**config.mk**
```make
export PLATFORM = sky130hd
export DESIGN_NAME = pfsb_top
export DESIGN_NICKNAME = d
export VERILOG_FILES = /design/src/design/pfsb_pkg.sv /design/src/design/pfsb_sel_reg.sv /design/src/design/pfsb_top.sv
export SDC_FILE = /design/constraint.sdc
export NUM_CORES = 1
export LEC_CHECK = 0
export BUFFER_PORTS_ARGS = -buffer_cell sky130_fd_sc_hd__buf_4
export CELL_PAD_IN_SITES_DETAIL_PLACEMENT = 1
export CELL_PAD_IN_SITES_GLOBAL_PLACEMENT = 1
export CORE_ASPECT_RATIO = 2
export CORE_UTILIZATION = 35
export CTS_CLUSTER_DIAMETER = 60
export DETAILED_ROUTE_END_ITERATION = 8
export GPL_TIMING_DRIVEN = 0
export HOLD_SLACK_MARGIN = 0.03
export PLACE_DENSITY_LB_ADDON = 0.1
export SYNTH_ARGS = -nofsm -noshare
export SYNTH_HDL_FRONTEND = slang
export SYNTH_SLANG_ARGS = --single-unit
```
**constraint.sdc**
```tcl
create_clock -name CORE_CLK_IN -period 2.1 [get_ports CORE_CLK_IN]
set_input_delay 0.21 -clock CORE_CLK_IN [delete_from_list [all_inputs] [get_ports CORE_CLK_IN]]
set_output_delay 0.21 -clock CORE_CLK_IN [all_outputs]
set_load 0.01 [all_outputs]
```
**src/design/pfsb_pkg.sv**
```systemverilog
// shared constants for the pin function select bank
package pfsb_pkg;
    // -----------------------------------------------------------------
    // register map (byte addresses on the word bus)
    // -----------------------------------------------------------------
    localparam logic [7:0]  PFSB_OFF_UNLOCK     = 8'h00;
    localparam logic [7:0]  PFSB_OFF_GPSEL6     = 8'h04;
    localparam logic [7:0]  PFSB_OFF_ALT0       = 8'h08;
    localparam logic [7:0]  PFSB_OFF_ALT1       = 8'h0C;
    localparam logic [7:0]  PFSB_OFF_ALT2       = 8'h10;
    // -----------------------------------------------------------------
    // reset values and unlock key
    // -----------------------------------------------------------------
    localparam logic [31:0] PFSB_RST_GPSEL6     = 32'h0000_0000;
    localparam logic [31:0] PFSB_RST_ALT        = 32'h0000_0000;
    localparam logic [31:0] PFSB_UNLOCK_KEY_DEF = 32'h0000_5A5A;
    localparam logic [31:0] PFSB_UNDEF_DATA     = 32'h0000_0000;
    // -----------------------------------------------------------------
    // field positions of the gated pin
    // -----------------------------------------------------------------
    localparam int          PFSB_GP6_PIN_BIT    = 25;
    localparam int          PFSB_ALT0_FLD_LSB   = 20;
    localparam int          PFSB_ALT0_FLD_W     = 2;
    // -----------------------------------------------------------------
    // highest legal field code per alt register
    // -----------------------------------------------------------------
    localparam logic [3:0]  PFSB_ALT0_MAX_CODE  = 4'h5;
    localparam logic [3:0]  PFSB_ALT1_MAX_CODE  = 4'h6;
    localparam logic [3:0]  PFSB_ALT2_MAX_CODE  = 4'h7;
    // unlock handshake states
    typedef enum logic [0:0] {PFSB_LOCKED, PFSB_ARMED} pfsb_lock_t;
endpackage

```
**src/design/pfsb_sel_reg.sv**
```systemverilog
// one lockable select register with byte lanes
`timescale 1ns/1ps
module pfsb_sel_reg #(
    parameter logic [31:0] RST_VAL = 32'h0000_0000
) (
    input  wire logic        clk_in,
    input  wire logic        rst_n_in,
    input  wire logic        ce_in,
    input  wire logic        wr_in,
    input  wire logic [3:0]  sel_in,
    input  wire logic [31:0] data_in,
    output logic      [31:0] q_out
);
    // -----------------------------------------------------------------
    // storage, written only when the bank grants the write
    // -----------------------------------------------------------------
    always_ff @(posedge clk_in) begin
        if (!rst_n_in) begin
            q_out <= RST_VAL;
        end else if (ce_in && wr_in) begin
            for (int b = 0; b < 4; b++) begin
                if (sel_in[b]) begin
                    q_out[8*b +: 8] <= data_in[8*b +: 8];
                end
            end
        end
    end
endmodule

```
**src/design/pfsb_top.sv**
```systemverilog
// pin function select bank: unlock key, gpio select six, three alt selects
//
// The Wishbone interface to the registers and the register offsets were decided locally.
`timescale 1ns/1ps
// What this block does
// - select bit 0 gives the pin to gpio, 1 to a peripheral
// - gpio select bit 25 set hands pin to alt zero field 21:20
// - three alt select registers, 32-bit read/write, reset to zero
// - alt zero field codes 0-5 legal, 6-15 prohibited
// - alt one field codes 0-6 legal, 7-15 prohibited
// - alt two field codes 0-7 legal, 8-15 prohibited
// - gpio select six is 32-bit read/write, resets to zero
module pfsb_top
    import pfsb_pkg::*;
#(
    parameter logic [31:0] UNLOCK_KEY = pfsb_pkg::PFSB_UNLOCK_KEY_DEF
) (
    input  wire logic        CORE_CLK_IN,
    input  wire logic        RST_N_IN,
    input  wire logic        CE_IN,
    input  wire logic        WB_CYC_IN,
    input  wire logic        WB_STB_IN,
    input  wire logic        WB_WE_IN,
    input  wire logic [7:0]  WB_ADR_IN,
    input  wire logic [3:0]  WB_SEL_IN,
    input  wire logic [31:0] WB_DAT_IN,
    output logic      [31:0] WB_DAT_OUT,
    output logic             WB_ACK_OUT,
    output logic             PIN_PERIPH_EN_OUT,
    output logic      [1:0]  PIN_ALT_FUNC_OUT,
    output logic             WRITE_DROPPED_OUT,
    output logic             CODE_ILLEGAL_OUT
);
    import pfsb_pkg::*;

    // -----------------------------------------------------------------
    // bus decode
    // -----------------------------------------------------------------
    logic        req;
    logic        wr_acc;
    logic        hit_unlock;
    logic        hit_sel;
    logic        grant;
    logic [31:0] gpsel6_q;
    logic [31:0] alt0_q;
    logic [31:0] alt1_q;
    logic [31:0] alt2_q;
    pfsb_lock_t  lock_reg;
    pfsb_lock_t  lock_next;
    // per-register write strobes and per-register code flags
    logic        wr_gpsel6;
    logic        wr_alt0;
    logic        wr_alt1;
    logic        wr_alt2;
    logic        bad_alt0;
    logic        bad_alt1;
    logic        bad_alt2;
    logic        bad_gp6;

    // a new request is one not yet acked; ack drops the cycle after
    assign req        = WB_CYC_IN && WB_STB_IN && !WB_ACK_OUT;
    assign wr_acc     = req && WB_WE_IN;
    assign hit_unlock = WB_ADR_IN == PFSB_OFF_UNLOCK;
    assign hit_sel    = WB_ADR_IN == PFSB_OFF_GPSEL6 || WB_ADR_IN == PFSB_OFF_ALT0
                     || WB_ADR_IN == PFSB_OFF_ALT1   || WB_ADR_IN == PFSB_OFF_ALT2;
    assign grant      = wr_acc && hit_sel && lock_reg == PFSB_ARMED;

    // -----------------------------------------------------------------
    // per-register write strobes
    // -----------------------------------------------------------------
    // one hot because the offsets differ; a refused write never raises
    // a strobe, so no lane of a locked register can move
    assign wr_gpsel6  = grant && WB_ADR_IN == PFSB_OFF_GPSEL6;
    assign wr_alt0    = grant && WB_ADR_IN == PFSB_OFF_ALT0;
    assign wr_alt1    = grant && WB_ADR_IN == PFSB_OFF_ALT1;
    assign wr_alt2    = grant && WB_ADR_IN == PFSB_OFF_ALT2;

    // -----------------------------------------------------------------
    // unlock state: armed only by the bus write right before
    // -----------------------------------------------------------------
    always_comb begin
        lock_next = lock_reg;
        if (req) begin
            // any other access in between disarms, so "immediately" is strict
            if (wr_acc && hit_unlock && WB_DAT_IN == UNLOCK_KEY && WB_SEL_IN == 4'hF) begin
                lock_next = PFSB_ARMED;
            end else begin
                lock_next = PFSB_LOCKED;
            end
        end
        case (lock_next)
            PFSB_LOCKED: lock_next = PFSB_LOCKED;
            PFSB_ARMED:  lock_next = PFSB_ARMED;
            default:     lock_next = PFSB_LOCKED;
        endcase
    end

    // the key itself is not stored: only the one-bit armed state survives,
    // so a reset between key and select write leaves the bank locked
    always_ff @(posedge CORE_CLK_IN) begin
        if (!RST_N_IN) begin
            lock_reg <= PFSB_LOCKED;
        end else if (CE_IN) begin
            lock_reg <= lock_next;
        end
    end

    // -----------------------------------------------------------------
    // select registers
    // -----------------------------------------------------------------
    pfsb_sel_reg #(.RST_VAL(PFSB_RST_GPSEL6)) u_gpsel6 (
        .clk_in   (CORE_CLK_IN),
        .rst_n_in (RST_N_IN),
        .ce_in    (CE_IN),
        .wr_in    (wr_gpsel6),
        .sel_in   (WB_SEL_IN),
        .data_in  (WB_DAT_IN),
        .q_out    (gpsel6_q)
    );
    pfsb_sel_reg #(.RST_VAL(PFSB_RST_ALT)) u_alt0 (
        .clk_in   (CORE_CLK_IN),
        .rst_n_in (RST_N_IN),
        .ce_in    (CE_IN),
        .wr_in    (wr_alt0),
        .sel_in   (WB_SEL_IN),
        .data_in  (WB_DAT_IN),
        .q_out    (alt0_q)
    );
    pfsb_sel_reg #(.RST_VAL(PFSB_RST_ALT)) u_alt1 (
        .clk_in   (CORE_CLK_IN),
        .rst_n_in (RST_N_IN),
        .ce_in    (CE_IN),
        .wr_in    (wr_alt1),
        .sel_in   (WB_SEL_IN),
        .data_in  (WB_DAT_IN),
        .q_out    (alt1_q)
    );
    pfsb_sel_reg #(.RST_VAL(PFSB_RST_ALT)) u_alt2 (
        .clk_in   (CORE_CLK_IN),
        .rst_n_in (RST_N_IN),
        .ce_in    (CE_IN),
        .wr_in    (wr_alt2),
        .sel_in   (WB_SEL_IN),
        .data_in  (WB_DAT_IN),
        .q_out    (alt2_q)
    );

    // -----------------------------------------------------------------
    // bus answer: one-cycle ack, unmapped reads zero, writes ignored
    // -----------------------------------------------------------------
    always_ff @(posedge CORE_CLK_IN) begin
        if (!RST_N_IN) begin
            WB_ACK_OUT <= 1'b0;
            WB_DAT_OUT <= PFSB_UNDEF_DATA;
        end else if (CE_IN) begin
            WB_ACK_OUT <= req;
            // writes leave the read word alone, so the last read stays visible
            if (req && !WB_WE_IN) begin
                case (WB_ADR_IN)
                    PFSB_OFF_GPSEL6: WB_DAT_OUT <= gpsel6_q;
                    PFSB_OFF_ALT0:   WB_DAT_OUT <= alt0_q;
                    PFSB_OFF_ALT1:   WB_DAT_OUT <= alt1_q;
                    PFSB_OFF_ALT2:   WB_DAT_OUT <= alt2_q;
                    // unlock key is write-only so it cannot be sniffed
                    default:         WB_DAT_OUT <= PFSB_UNDEF_DATA;
                endcase
            end
        end
    end

    // -----------------------------------------------------------------
    // status: dropped write pulse, sticky-free illegal code level
    // -----------------------------------------------------------------
    function automatic logic nib_bad(input logic [31:0] v, input logic [3:0] mx);
        logic bad;
        bad = 1'b0;
        for (int n = 0; n < 8; n++) begin
            if (v[4*n +: 4] > mx) begin
                bad = 1'b1;
            end
        end
        return bad;
    endfunction

    // per-register flags kept apart so each can be probed on its own
    assign bad_alt0 = nib_bad(alt0_q, PFSB_ALT0_MAX_CODE);
    assign bad_alt1 = nib_bad(alt1_q, PFSB_ALT1_MAX_CODE);
    assign bad_alt2 = nib_bad(alt2_q, PFSB_ALT2_MAX_CODE);
    assign bad_gp6  = |gpsel6_q[31:PFSB_GP6_PIN_BIT+1];

    always_ff @(posedge CORE_CLK_IN) begin
        if (!RST_N_IN) begin
            WRITE_DROPPED_OUT <= 1'b0;
            CODE_ILLEGAL_OUT  <= 1'b0;
        end else if (CE_IN) begin
            WRITE_DROPPED_OUT <= wr_acc && hit_sel && lock_reg != PFSB_ARMED;
            // nibble-wise check against each register's own max code, plus any
            // gpio select six bit above 25; a cheap guard, not exact
            CODE_ILLEGAL_OUT  <= bad_alt0
                              || bad_alt1
                              || bad_alt2
                              || bad_gp6;
        end
    end

    // -----------------------------------------------------------------
    // pin routing for the gated pin
    // -----------------------------------------------------------------
    // taken from the stored word, never from bus data, so the pin cannot
    // see a half-written word; costs one cycle of lag after the ack
    always_ff @(posedge CORE_CLK_IN) begin
        if (!RST_N_IN) begin
            PIN_PERIPH_EN_OUT <= 1'b0;
            PIN_ALT_FUNC_OUT  <= 2'h0;
        end else if (CE_IN) begin
            PIN_PERIPH_EN_OUT <= gpsel6_q[PFSB_GP6_PIN_BIT];
            // function code only meaningful in peripheral mode
            PIN_ALT_FUNC_OUT  <= gpsel6_q[PFSB_GP6_PIN_BIT]
                ? alt0_q[PFSB_ALT0_FLD_LSB +: PFSB_ALT0_FLD_W] : 2'h0;
        end
    end
endmodule

```
After elaboration in Yosys (flattened, before gate mapping) --
Cells that the tools add are included.
Storage, ports and cells: register bits after elaboration 167, input bits 50, output and inout port bits 38
Cells by class: $lt $le $gt $ge 24, equality and inequality tests 6, muxes and demuxes 29, bitwise operators 2, reductions and logical operators 45
Operators by type and width (number):
- $pmux W32 S4 | 1
- $gt A4 B3 Y1 const B | 24
- $reduce_and A2 Y1 | 17
- $eq A32 B15 Y1 const B | 1
- $mux W1 | 26
- $logic_and A1 B1 Y1 | 18
- $eq A8 B4 Y1 const B | 2
- $eq A8 B3 Y1 const B | 1
- $eq A8 B5 Y1 const B | 1
- $logic_not A8 Y1 | 1
- $logic_or A1 B1 Y1 | 6
- $reduce_or A6 Y1 | 1
- $eq A4 B4 Y1 const B | 1
- $logic_not A1 Y1 | 2
- $mux W2 | 1
- $not A1 Y1 | 2
- $pmux W1 S2 | 1

Depth between registers and ports, before layout --
Gate-level depths: netlist (run 1).
word-level depth 12, depth in mapped cells 7, mapped depth without buffers 4

Hierarchy --
Synthesis (run 1) repeated with hierarchy kept, for this count alone.
Second synthesis, totals: cell total of the unflattened synthesis 875, area, all modules 7912.6 sq um
By module, submodules not included:
- pfsb_sel_reg | instances 4, cells each 143, area each 1327.5 sq um
- pfsb_top | instances 1, cells each 303, area each 2602.5 sq um

Least setup slack after synthesis (run 1) --
Ideal clock, no wire load.
kind register -> register, start point reg WB_ACK_OUT, end point reg u_gpsel6.q_out[0], setup time 0.072 ns, data arrival time 1.731 ns, setup slack 0.297 ns, stages on the path, launching flop included 6, buffers on the path 1, path through dfxtp_1 nand4b_2 or4b_1 buf_2 nor2_8 mux2i_1
Between the ends: cells in the longest elaborated chain, start to end 8
Ends and longest elaborated chain:
- start, declared | RTL line pfsb_top.sv:28 | output logic WB_ACK_OUT,
- start signal, assigned | RTL line pfsb_top.sv:156 | WB_ACK_OUT <= req;
- $logic_not A1 Y1 | RTL line pfsb_top.sv:61 | assign req = WB_CYC_IN && WB_STB_IN && !WB_ACK_OUT;
- $logic_and A1 B1 Y1 | RTL line pfsb_top.sv:61
- $logic_and A1 B1 Y1 | RTL line pfsb_top.sv:62 | assign wr_acc = req && WB_WE_IN;
- $logic_and A1 B1 Y1 (2 in a row) | RTL line pfsb_top.sv:66 | assign grant = wr_acc && hit_sel && lock_reg == PFSB_ARMED;
- $logic_and A1 B1 Y1 | RTL line pfsb_top.sv:73 | assign wr_gpsel6 = grant && WB_ADR_IN == PFSB_OFF_GPSEL6;
- $logic_and A1 B1 Y1 | RTL line pfsb_sel_reg.sv:20 | end else if (ce_in && wr_in) begin
- $reduce_and A2 Y1 (no line)
- end signal, assigned by index | RTL line pfsb_sel_reg.sv:23 | q_out[8*b +: 8] <= data_in[8*b +: 8];
- end, declared | RTL line pfsb_sel_reg.sv:12 | output logic [31:0] q_out
No other way between the ends. A chain may end at the register's enable or synchronous reset.

Worst setup path in the final report (run 1) --
start point reg WB_ACK_OUT, end point reg u_alt2.q_out[17]
Between the ends: cells in the longest elaborated chain, start to end 8
Ends and longest elaborated chain:
- $logic_not A1 Y1 | RTL line pfsb_top.sv:61
- $logic_and A1 B1 Y1 | RTL line pfsb_top.sv:61
- $logic_and A1 B1 Y1 | RTL line pfsb_top.sv:62
- $logic_and A1 B1 Y1 (2 in a row) | RTL line pfsb_top.sv:66
- $logic_and A1 B1 Y1 | RTL line pfsb_top.sv:76 | assign wr_alt2 = grant && WB_ADR_IN == PFSB_OFF_ALT2;
- $logic_and A1 B1 Y1 | RTL line pfsb_sel_reg.sv:20
- $reduce_and A2 Y1 (no line)
- end signal, assigned by index | RTL line pfsb_sel_reg.sv:23
- end, declared | RTL line pfsb_sel_reg.sv:12
No other way between the ends.

==> results of run 1 <==
-- through the flow --
stage	total power (W)	std cells
floorplan	0.003401	737
global placement	0.003611	1087
detailed placement	0.003615	1087
CTS	0.006556	1119
global route	0.006687	1119
finish	0.006520	1119
-- final cells by class --
class,instances,area share
clock buffer,19,0.05046
sequential,167,0.3808
tap,266,0.03791
clock inverter,13,0.01112
buffer,54,0.02779
multi-input combinational,516,0.4200
timing repair buffer,84,0.07184
-- synth_stat cells (2+ instances only) --
library cell	count
a21boi_0	4
a221o_1	32
a22oi_1	36
and3_1	3
buf_1	3
buf_2	12
buf_6	3
clkbuf_1	36
dfxtp_1	167
mux2_2	32
mux2i_1	129
nand2_1	163
nand2b_1	5
nand3_1	17
nand4_1	7
nand4b_1	3
nor2_1	3
nor2_2	4
nor2_8	4
nor2b_1	9
nor3_1	36
nor4_1	9
nor4b_1	3
o21ai_0	2
or4b_1	2
or4b_2	2
-- power by group --
part,total [W],internal (W),switching [W]
logic,0.000377,0.000111,0.000266
clock network,0.00297,0.00156,0.00142
registers,0.00317,0.00317,0.00000160
total,0.00652,0.00484,0.00168
-- logic make-up after synthesis --
kind of cell    count (synthesis)  share of synthesized area
simple gates                  277                     0.1884
flops                         167                     0.4605
mux                           161                     0.2275
compound gates                 77                    0.08928
buf+inv                        54                    0.03309
xor+xnor                        1                   0.001207
-- routing by layer --
layer / track usage / routed length (µm)
met5: 0 / 0
met4: 0.1474 / 1178
met3: 0.03358 / 712
met2: 0.5090 / 15140
met1: 0.2668 / 10170
-- cell usage in the layout, fill, tap and decap left out, types with 2 or more instances in the layout --
master	instances
nand4b_1	3
and3_1	3
nor4b_1	3
nor3_1	36
inv_6	3
clkinvlp_4	3
mux2i_1	129
clkbuf_16	17
a221o_1	32
or4b_1	2
nor2_8	4
nand3_1	17
nand2_1	163
buf_2	12
o21ai_0	2
buf_1	3
clkinv_2	4
nand2b_1	5
nor4_1	9
clkinv_4	2
nand4_1	7
a22oi_1	36
nor2_1	2
buf_4	84
buf_6	3
clkbuf_2	3
or4b_2	2
mux2_2	32
nor2_2	5
clkbuf_1	34
dfxtp_1	167
a21boi_0	4
nor2b_1	9
-- worst register-to-register path, stage by stage (launching register included) --
cell,delay (ns)
dfxtp_1,0.34
and4b_1,0.31
nand4_1,0.29
nor2_2,0.71
mux2i_1,0.29
-- worst paths after layout --
check             slack, ns  cells past startpoint                 end
setup / recovery       0.08                      4    u_alt2.q_out[17]
hold reg to reg        0.46                      2  u_gpsel6.q_out[21]
setup reg to reg       0.08                      4    u_alt2.q_out[17]
hold / removal         0.12                      3     u_alt2.q_out[2]
==> impl_metrics.ini, run 1 <==
[layout]
seq_area_um2 = 3343
area_growth_pct = 20.92
fin_nets = 890
multi_input_area_um2 = 3687
n_antenna_cell = 0
final_area_um2 = 8778
drive_gt1_frac = 0.2087
nFillCells = 2347
final_util = 0.4310

[synthesis]
synth_top_flop_cell = dfxtp_1
yosysSeqAreaShare = 0.4605
yosys.area.top_type = dfxtp_1
syn_inst = 737
netlist_area_um2 = 7259
yosys_warnings = 0
ys_ff_latch = 167
synth_area_per_cell_um2 = 9.850
async_flop_share = 0
synth_edf_count = 0
yosys-top-cells-area = dfxtp_1, mux2i_1, nand2_1
yosysUniqueCellTypes = 37
syn_nets = 787
synth_top_area_share = 0.4605

[cts]
cts_made_buffers = 17
clkLatencyLatePin_ns = 0.44
cts_max_level = 4
cts.sinks = 167
postCtsSetupBuffers = 0
cts_root_buffer = clkbuf_16
clockBufferDepth = 2
clkTransAtPathRegs_ns = 0.07
cts_resized = 3
cts_tree = done
ctsHoldBuffers = 0

[status]
status = complete, no violations

[floorplan]
initial_core_util = 0.3564
num_io_pins = 88
core_area_um2 = 20370
dieHeight_um = 205.7
die_area_um2 = 21360
fp.dieW_um = 103.8
placementRows = 74

[drt]
drt_iter0_markers = 229
first_pass_iters = 4
drt_wl_total_um = 27190
drc = 0
vias_per_cell = 5.442
drt-wirelength-per-cell_um = 24.30
num_vias = 6090
drtAntennaViolNets = 0

[sta]
slew_viol_final = 0
grt_setup_unrepaired = true
setup_viol = 0
max_freq_mhz = 494.7
skew_ns = 0.008623
fin_hold_ws_ns = 0.1184
layout_setup_ws_ns = 0.07862
worst_pin_slew_ns = 0.8534
finalSetupTns_ns = 0
hold_viol = 0
slew_headroom = 0.4310
fin_crit_ns = 2.021
fin_crit_sh = 0.9626

[global_routing]
grt-ovfl-total = 0
grt_antenna_before_repair = 0
grt_max_degree = 17
grt_pass1_wl_um = 41340
grt_pass1_vias = 6733
gr-usage-all-layers = 0.2624

[critical_path]
r2r_start = WB_ACK_OUT
critical_path.top_delay_family = simple AND/OR/NAND/NOR gates
cp-end-kind = flip-flop
crit_arrival_ns = 2.38
cp_cell_sequence = and4b_1 -> nand4_1 -> nor2_2 -> mux2i_1
cp_max_fo = 8
startpoint_type = flip-flop
cp.required_ns = 2.46
crit_buf_inv = 0
critPathSlowestCell = nor2_2
critPathKind = reg -> reg
slowest_delay_ns = 0.71
cp-startpoint = WB_ACK_OUT

[placement]
placed_cell_area_um2 = 8223
dp_slack_ns = -0.3168
dp_hpwl_um = 20770
gp_congestion = 0.8742
io_buffer_count = 84

[min_path]
min-delay-start = WB_DAT_IN[2]
hp-class = in -> reg

[power]
p_per_area_nw_per_um2 = 742.7
leakage_nw = 3.156
vdd_drop_max_mv = 0.4371

[job]
cap_violations = 0
No activity file was read; power rests on OpenSTA's default activity.
==> run 2, diff against run 1 <==
SYNTH_HIERARCHICAL = 1   (was default)
==> run 2 against run 1 <==
  * Non-clock buffer count grew 23
  * Combinational power rose by 41%
  * Via count rose by 10%
  * Final cell count is 14% higher
  * Synthesized cell count is 19% higher
  * Design area up 8.9%
  * Global-route usage increased by 0.48 points
  * Count of clock-buffer cells in the layout rose by 3
  * Fmax grew 0.38%
==> impl_metrics.ini, run 2 <==
[synthesis]
yosysUniqueCellTypes = 41
synth_top_area_share = 0.4225
synth_top_flop_cell = dfxtp_1
ys_top_cells_by_count = nand2_1, dfxtp_1, mux2i_1
yosys-top-cells-area = dfxtp_1, mux2i_1, nand2_1
synth_edf_count = 0
ys_ff_latch = 167
yosys_warnings = 6
async_flop_share = 0
syn_inst = 875
yosysMostFrequentCell = nand2_1
netlist_area_um2 = 7913
yosysSeqAreaShare = 0.4225
yosys.area.top_type = dfxtp_1
syn_nets = 925
synth_area_per_cell_um2 = 9.043

[critical_path]
crit_arrival_ns = 2.39
slowest_delay_ns = 0.46
cp.required_ns = 2.48
critical_path.top_delay_family = simple AND/OR/NAND/NOR gates
r2r_cells = 7
r2r_start = WB_ACK_OUT
r2r_setup_slack_ns = 0.09
critPathSlowestCell = or4_1
startpoint_type = flip-flop
cp-end-kind = flip-flop
crit_end = u_gpsel6/q_out[6]
critPathKind = reg -> reg
cp_cell_sequence = nand4b_1 -> buf_4 -> or4_1 -> nor2_2 -> and3_1 -> buf_6 -> mux2i_1
cp-startpoint = WB_ACK_OUT
r2r_end = u_gpsel6/q_out[6]
cp_max_fo = 8
path_depth = 7
crit_buf_inv = 2

[power]
leakage_nw = 3.604
p_per_area_nw_per_um2 = 731.5
power_switching_w = 0.001693
vdd_drop_max_mv = 0.4824
clockPowerShare = 0.471
combinationalPowerShare = 0.076
p_seq_frac = 0.453
internal_power_w = 0.005299
p_sw_frac = 0.2421

[cts]
cts_tree = done
clkLatencyLatePin_ns = 0.46
clockBufferDepth = 2
cts_made_buffers = 17
cts.sinks = 167
cts_root_buffer = clkbuf_16
clkTransAtPathRegs_ns = 0.06
cts_max_level = 4

[placement]
gp_congestion = 0.8203
dp_hpwl_um = 21890
dp_slack_ns = -0.4249
dp.cells = 1235
io_buffer_count = 84

[global_routing]
grt_antenna_before_repair = 0
grt_pass1_wl_um = 44620
grt_max_degree = 18
grt-ovfl-total = 0
grt_pass1_vias = 7322
gr-usage-all-layers = 0.2672

[floorplan]
dieHeight_um = 214.6
core_area_um2 = 22160
die_area_um2 = 23250
initial_core_util = 0.3571
placementRows = 77
num_io_pins = 88
fp.dieW_um = 108.3

[drt]
drtAntennaViolNets = 0
drc = 0
drt_iter0_markers = 196
drt_wl_total_um = 29540
drt-wirelength-per-cell_um = 23.21
vias_per_cell = 5.286
first_pass_iters = 4
num_vias = 6729

[layout]
stdcell_count = 1273
final_cell_mix = nand2_1, dfxtp_1, mux2i_1
area_growth_pct = 20.81
fin_nets = 1034
n_antenna_cell = 0
final_common_cell = nand2_1
drive_gt1_frac = 0.2136

[min_path]
hp-class = in -> reg

[sta]
fin_crit_ns = 2.014
skew_ns = 0.008372
hold_viol = 0
slew_viol_final = 0
worst_pin_slew_ns = 0.8867
setup_viol = 0
max_freq_mhz = 496.6
layout_setup_ws_ns = 0.08637
slew_headroom = 0.4034
fin_crit_sh = 0.9589

[status]
status = complete, no violations

[job]
cap_violations = 0
[run 2: cell count changes after synthesis, sizes merged, moves of 5 or more]
cell	previous run	this run
clkbuf	36	16
nor2b	9	1
nand2	163	290
nor2	11	4
buf	18	55
o21ai	3	33
and3	3	16
a2bb2oi	0	32
a221o	32	0
nand3	17	12
nor3	36	3
[run 2: cell families after synthesis]
logic type / Yosys count / share of synthesized area
DFF: 167 / 0.4225
AOI/OAI and AO/OA: 108 / 0.09567
buffers and inverters: 74 / 0.07084
xor gates and xnor gates: 1 / 0.001107
muxes: 161 / 0.2087
and+or+nand+nor: 364 / 0.2011
[run 2: stage by stage]
step | power [W] | TNS [ns] | hold slack [ns] | cell area (µm²) | utilization
2_1_floorplan | 0.003489 | 0 | 0.3455 | 7913 | -
5_1_grt | 0.007215 | -0.04063 | 0.03941 | 9559 | 0.4314
4_1_cts | 0.007061 | -0.07502 | 0.03068 | 9534 | 0.4303
6_report | 0.006992 | 0 | 0.04517 | 9559 | 0.4314
3_3_place_gp | 0.003768 | -37.83 | 0.4355 | 8889 | 0.4011
3_5_place_dp | 0.003770 | -38.36 | 0.4446 | 8889 | 0.4011
[run 2: how the worst min path moves through the flow]
stage	startpoint	to	depth (start not counted)
after floorplan	RST_N_IN	lock_reg	2
after global placement	WB_DAT_OUT[27]	WB_DAT_OUT[27]	2
after detailed placement	WB_DAT_OUT[7]	WB_DAT_OUT[7]	2
after CTS	WB_DAT_IN[1]	u_gpsel6/q_out[1]	3
after global routing	WB_DAT_IN[1]	u_gpsel6/q_out[1]	3
final	WB_DAT_IN[1]	u_alt0/q_out[1]	3
[run 2: cell type report]
class,instances,area [µm²]
Fill cell,2629,12600
Buffer,71,549.3
Sequential cell,167,3343
Multi-Input combinational cell,634,4025
Clock inverter,10,125.1
Clock buffer,22,474.2
Timing Repair Buffer,90,685.7
Tap cell,276,345.3
Inverter,3,11.26
[run 2: metal layers]
layer / part of all wire / GRT usage
met1: 0.38 / 0.2745
met3: 0.030 / 0.03708
met2: 0.54 / 0.4992
met5: 0 / 0
met4: 0.044 / 0.1527
[run 2: tightest hold or removal path, cell delays in order]
cell     delay (ns)
buf_4          0.13
nand2_1        0.05
mux2i_1        0.05
[run 2: power groups by stage]
stage | Sequential [W] | Combinational (W) | Clock [W]
2_1_floorplan | 0.00324 | 0.000248 | 0
3_3_place_gp | 0.00324 | 0.000527 | 0
3_5_place_dp | 0.00324 | 0.000529 | 0
4_1_cts | 0.00317 | 0.000536 | 0.00336
5_1_grt | 0.00317 | 0.000561 | 0.00349
6_report | 0.00317 | 0.000530 | 0.00329
[run 2: timing repair]
action / in CTS / in global routing
resized for setup: 1 / 3
buffers inserted: 0 / 2
endpoints found under the hold margin: 5 / 0
endpoints found under the setup margin: 8 / 96
hold buffers: 4 / 0
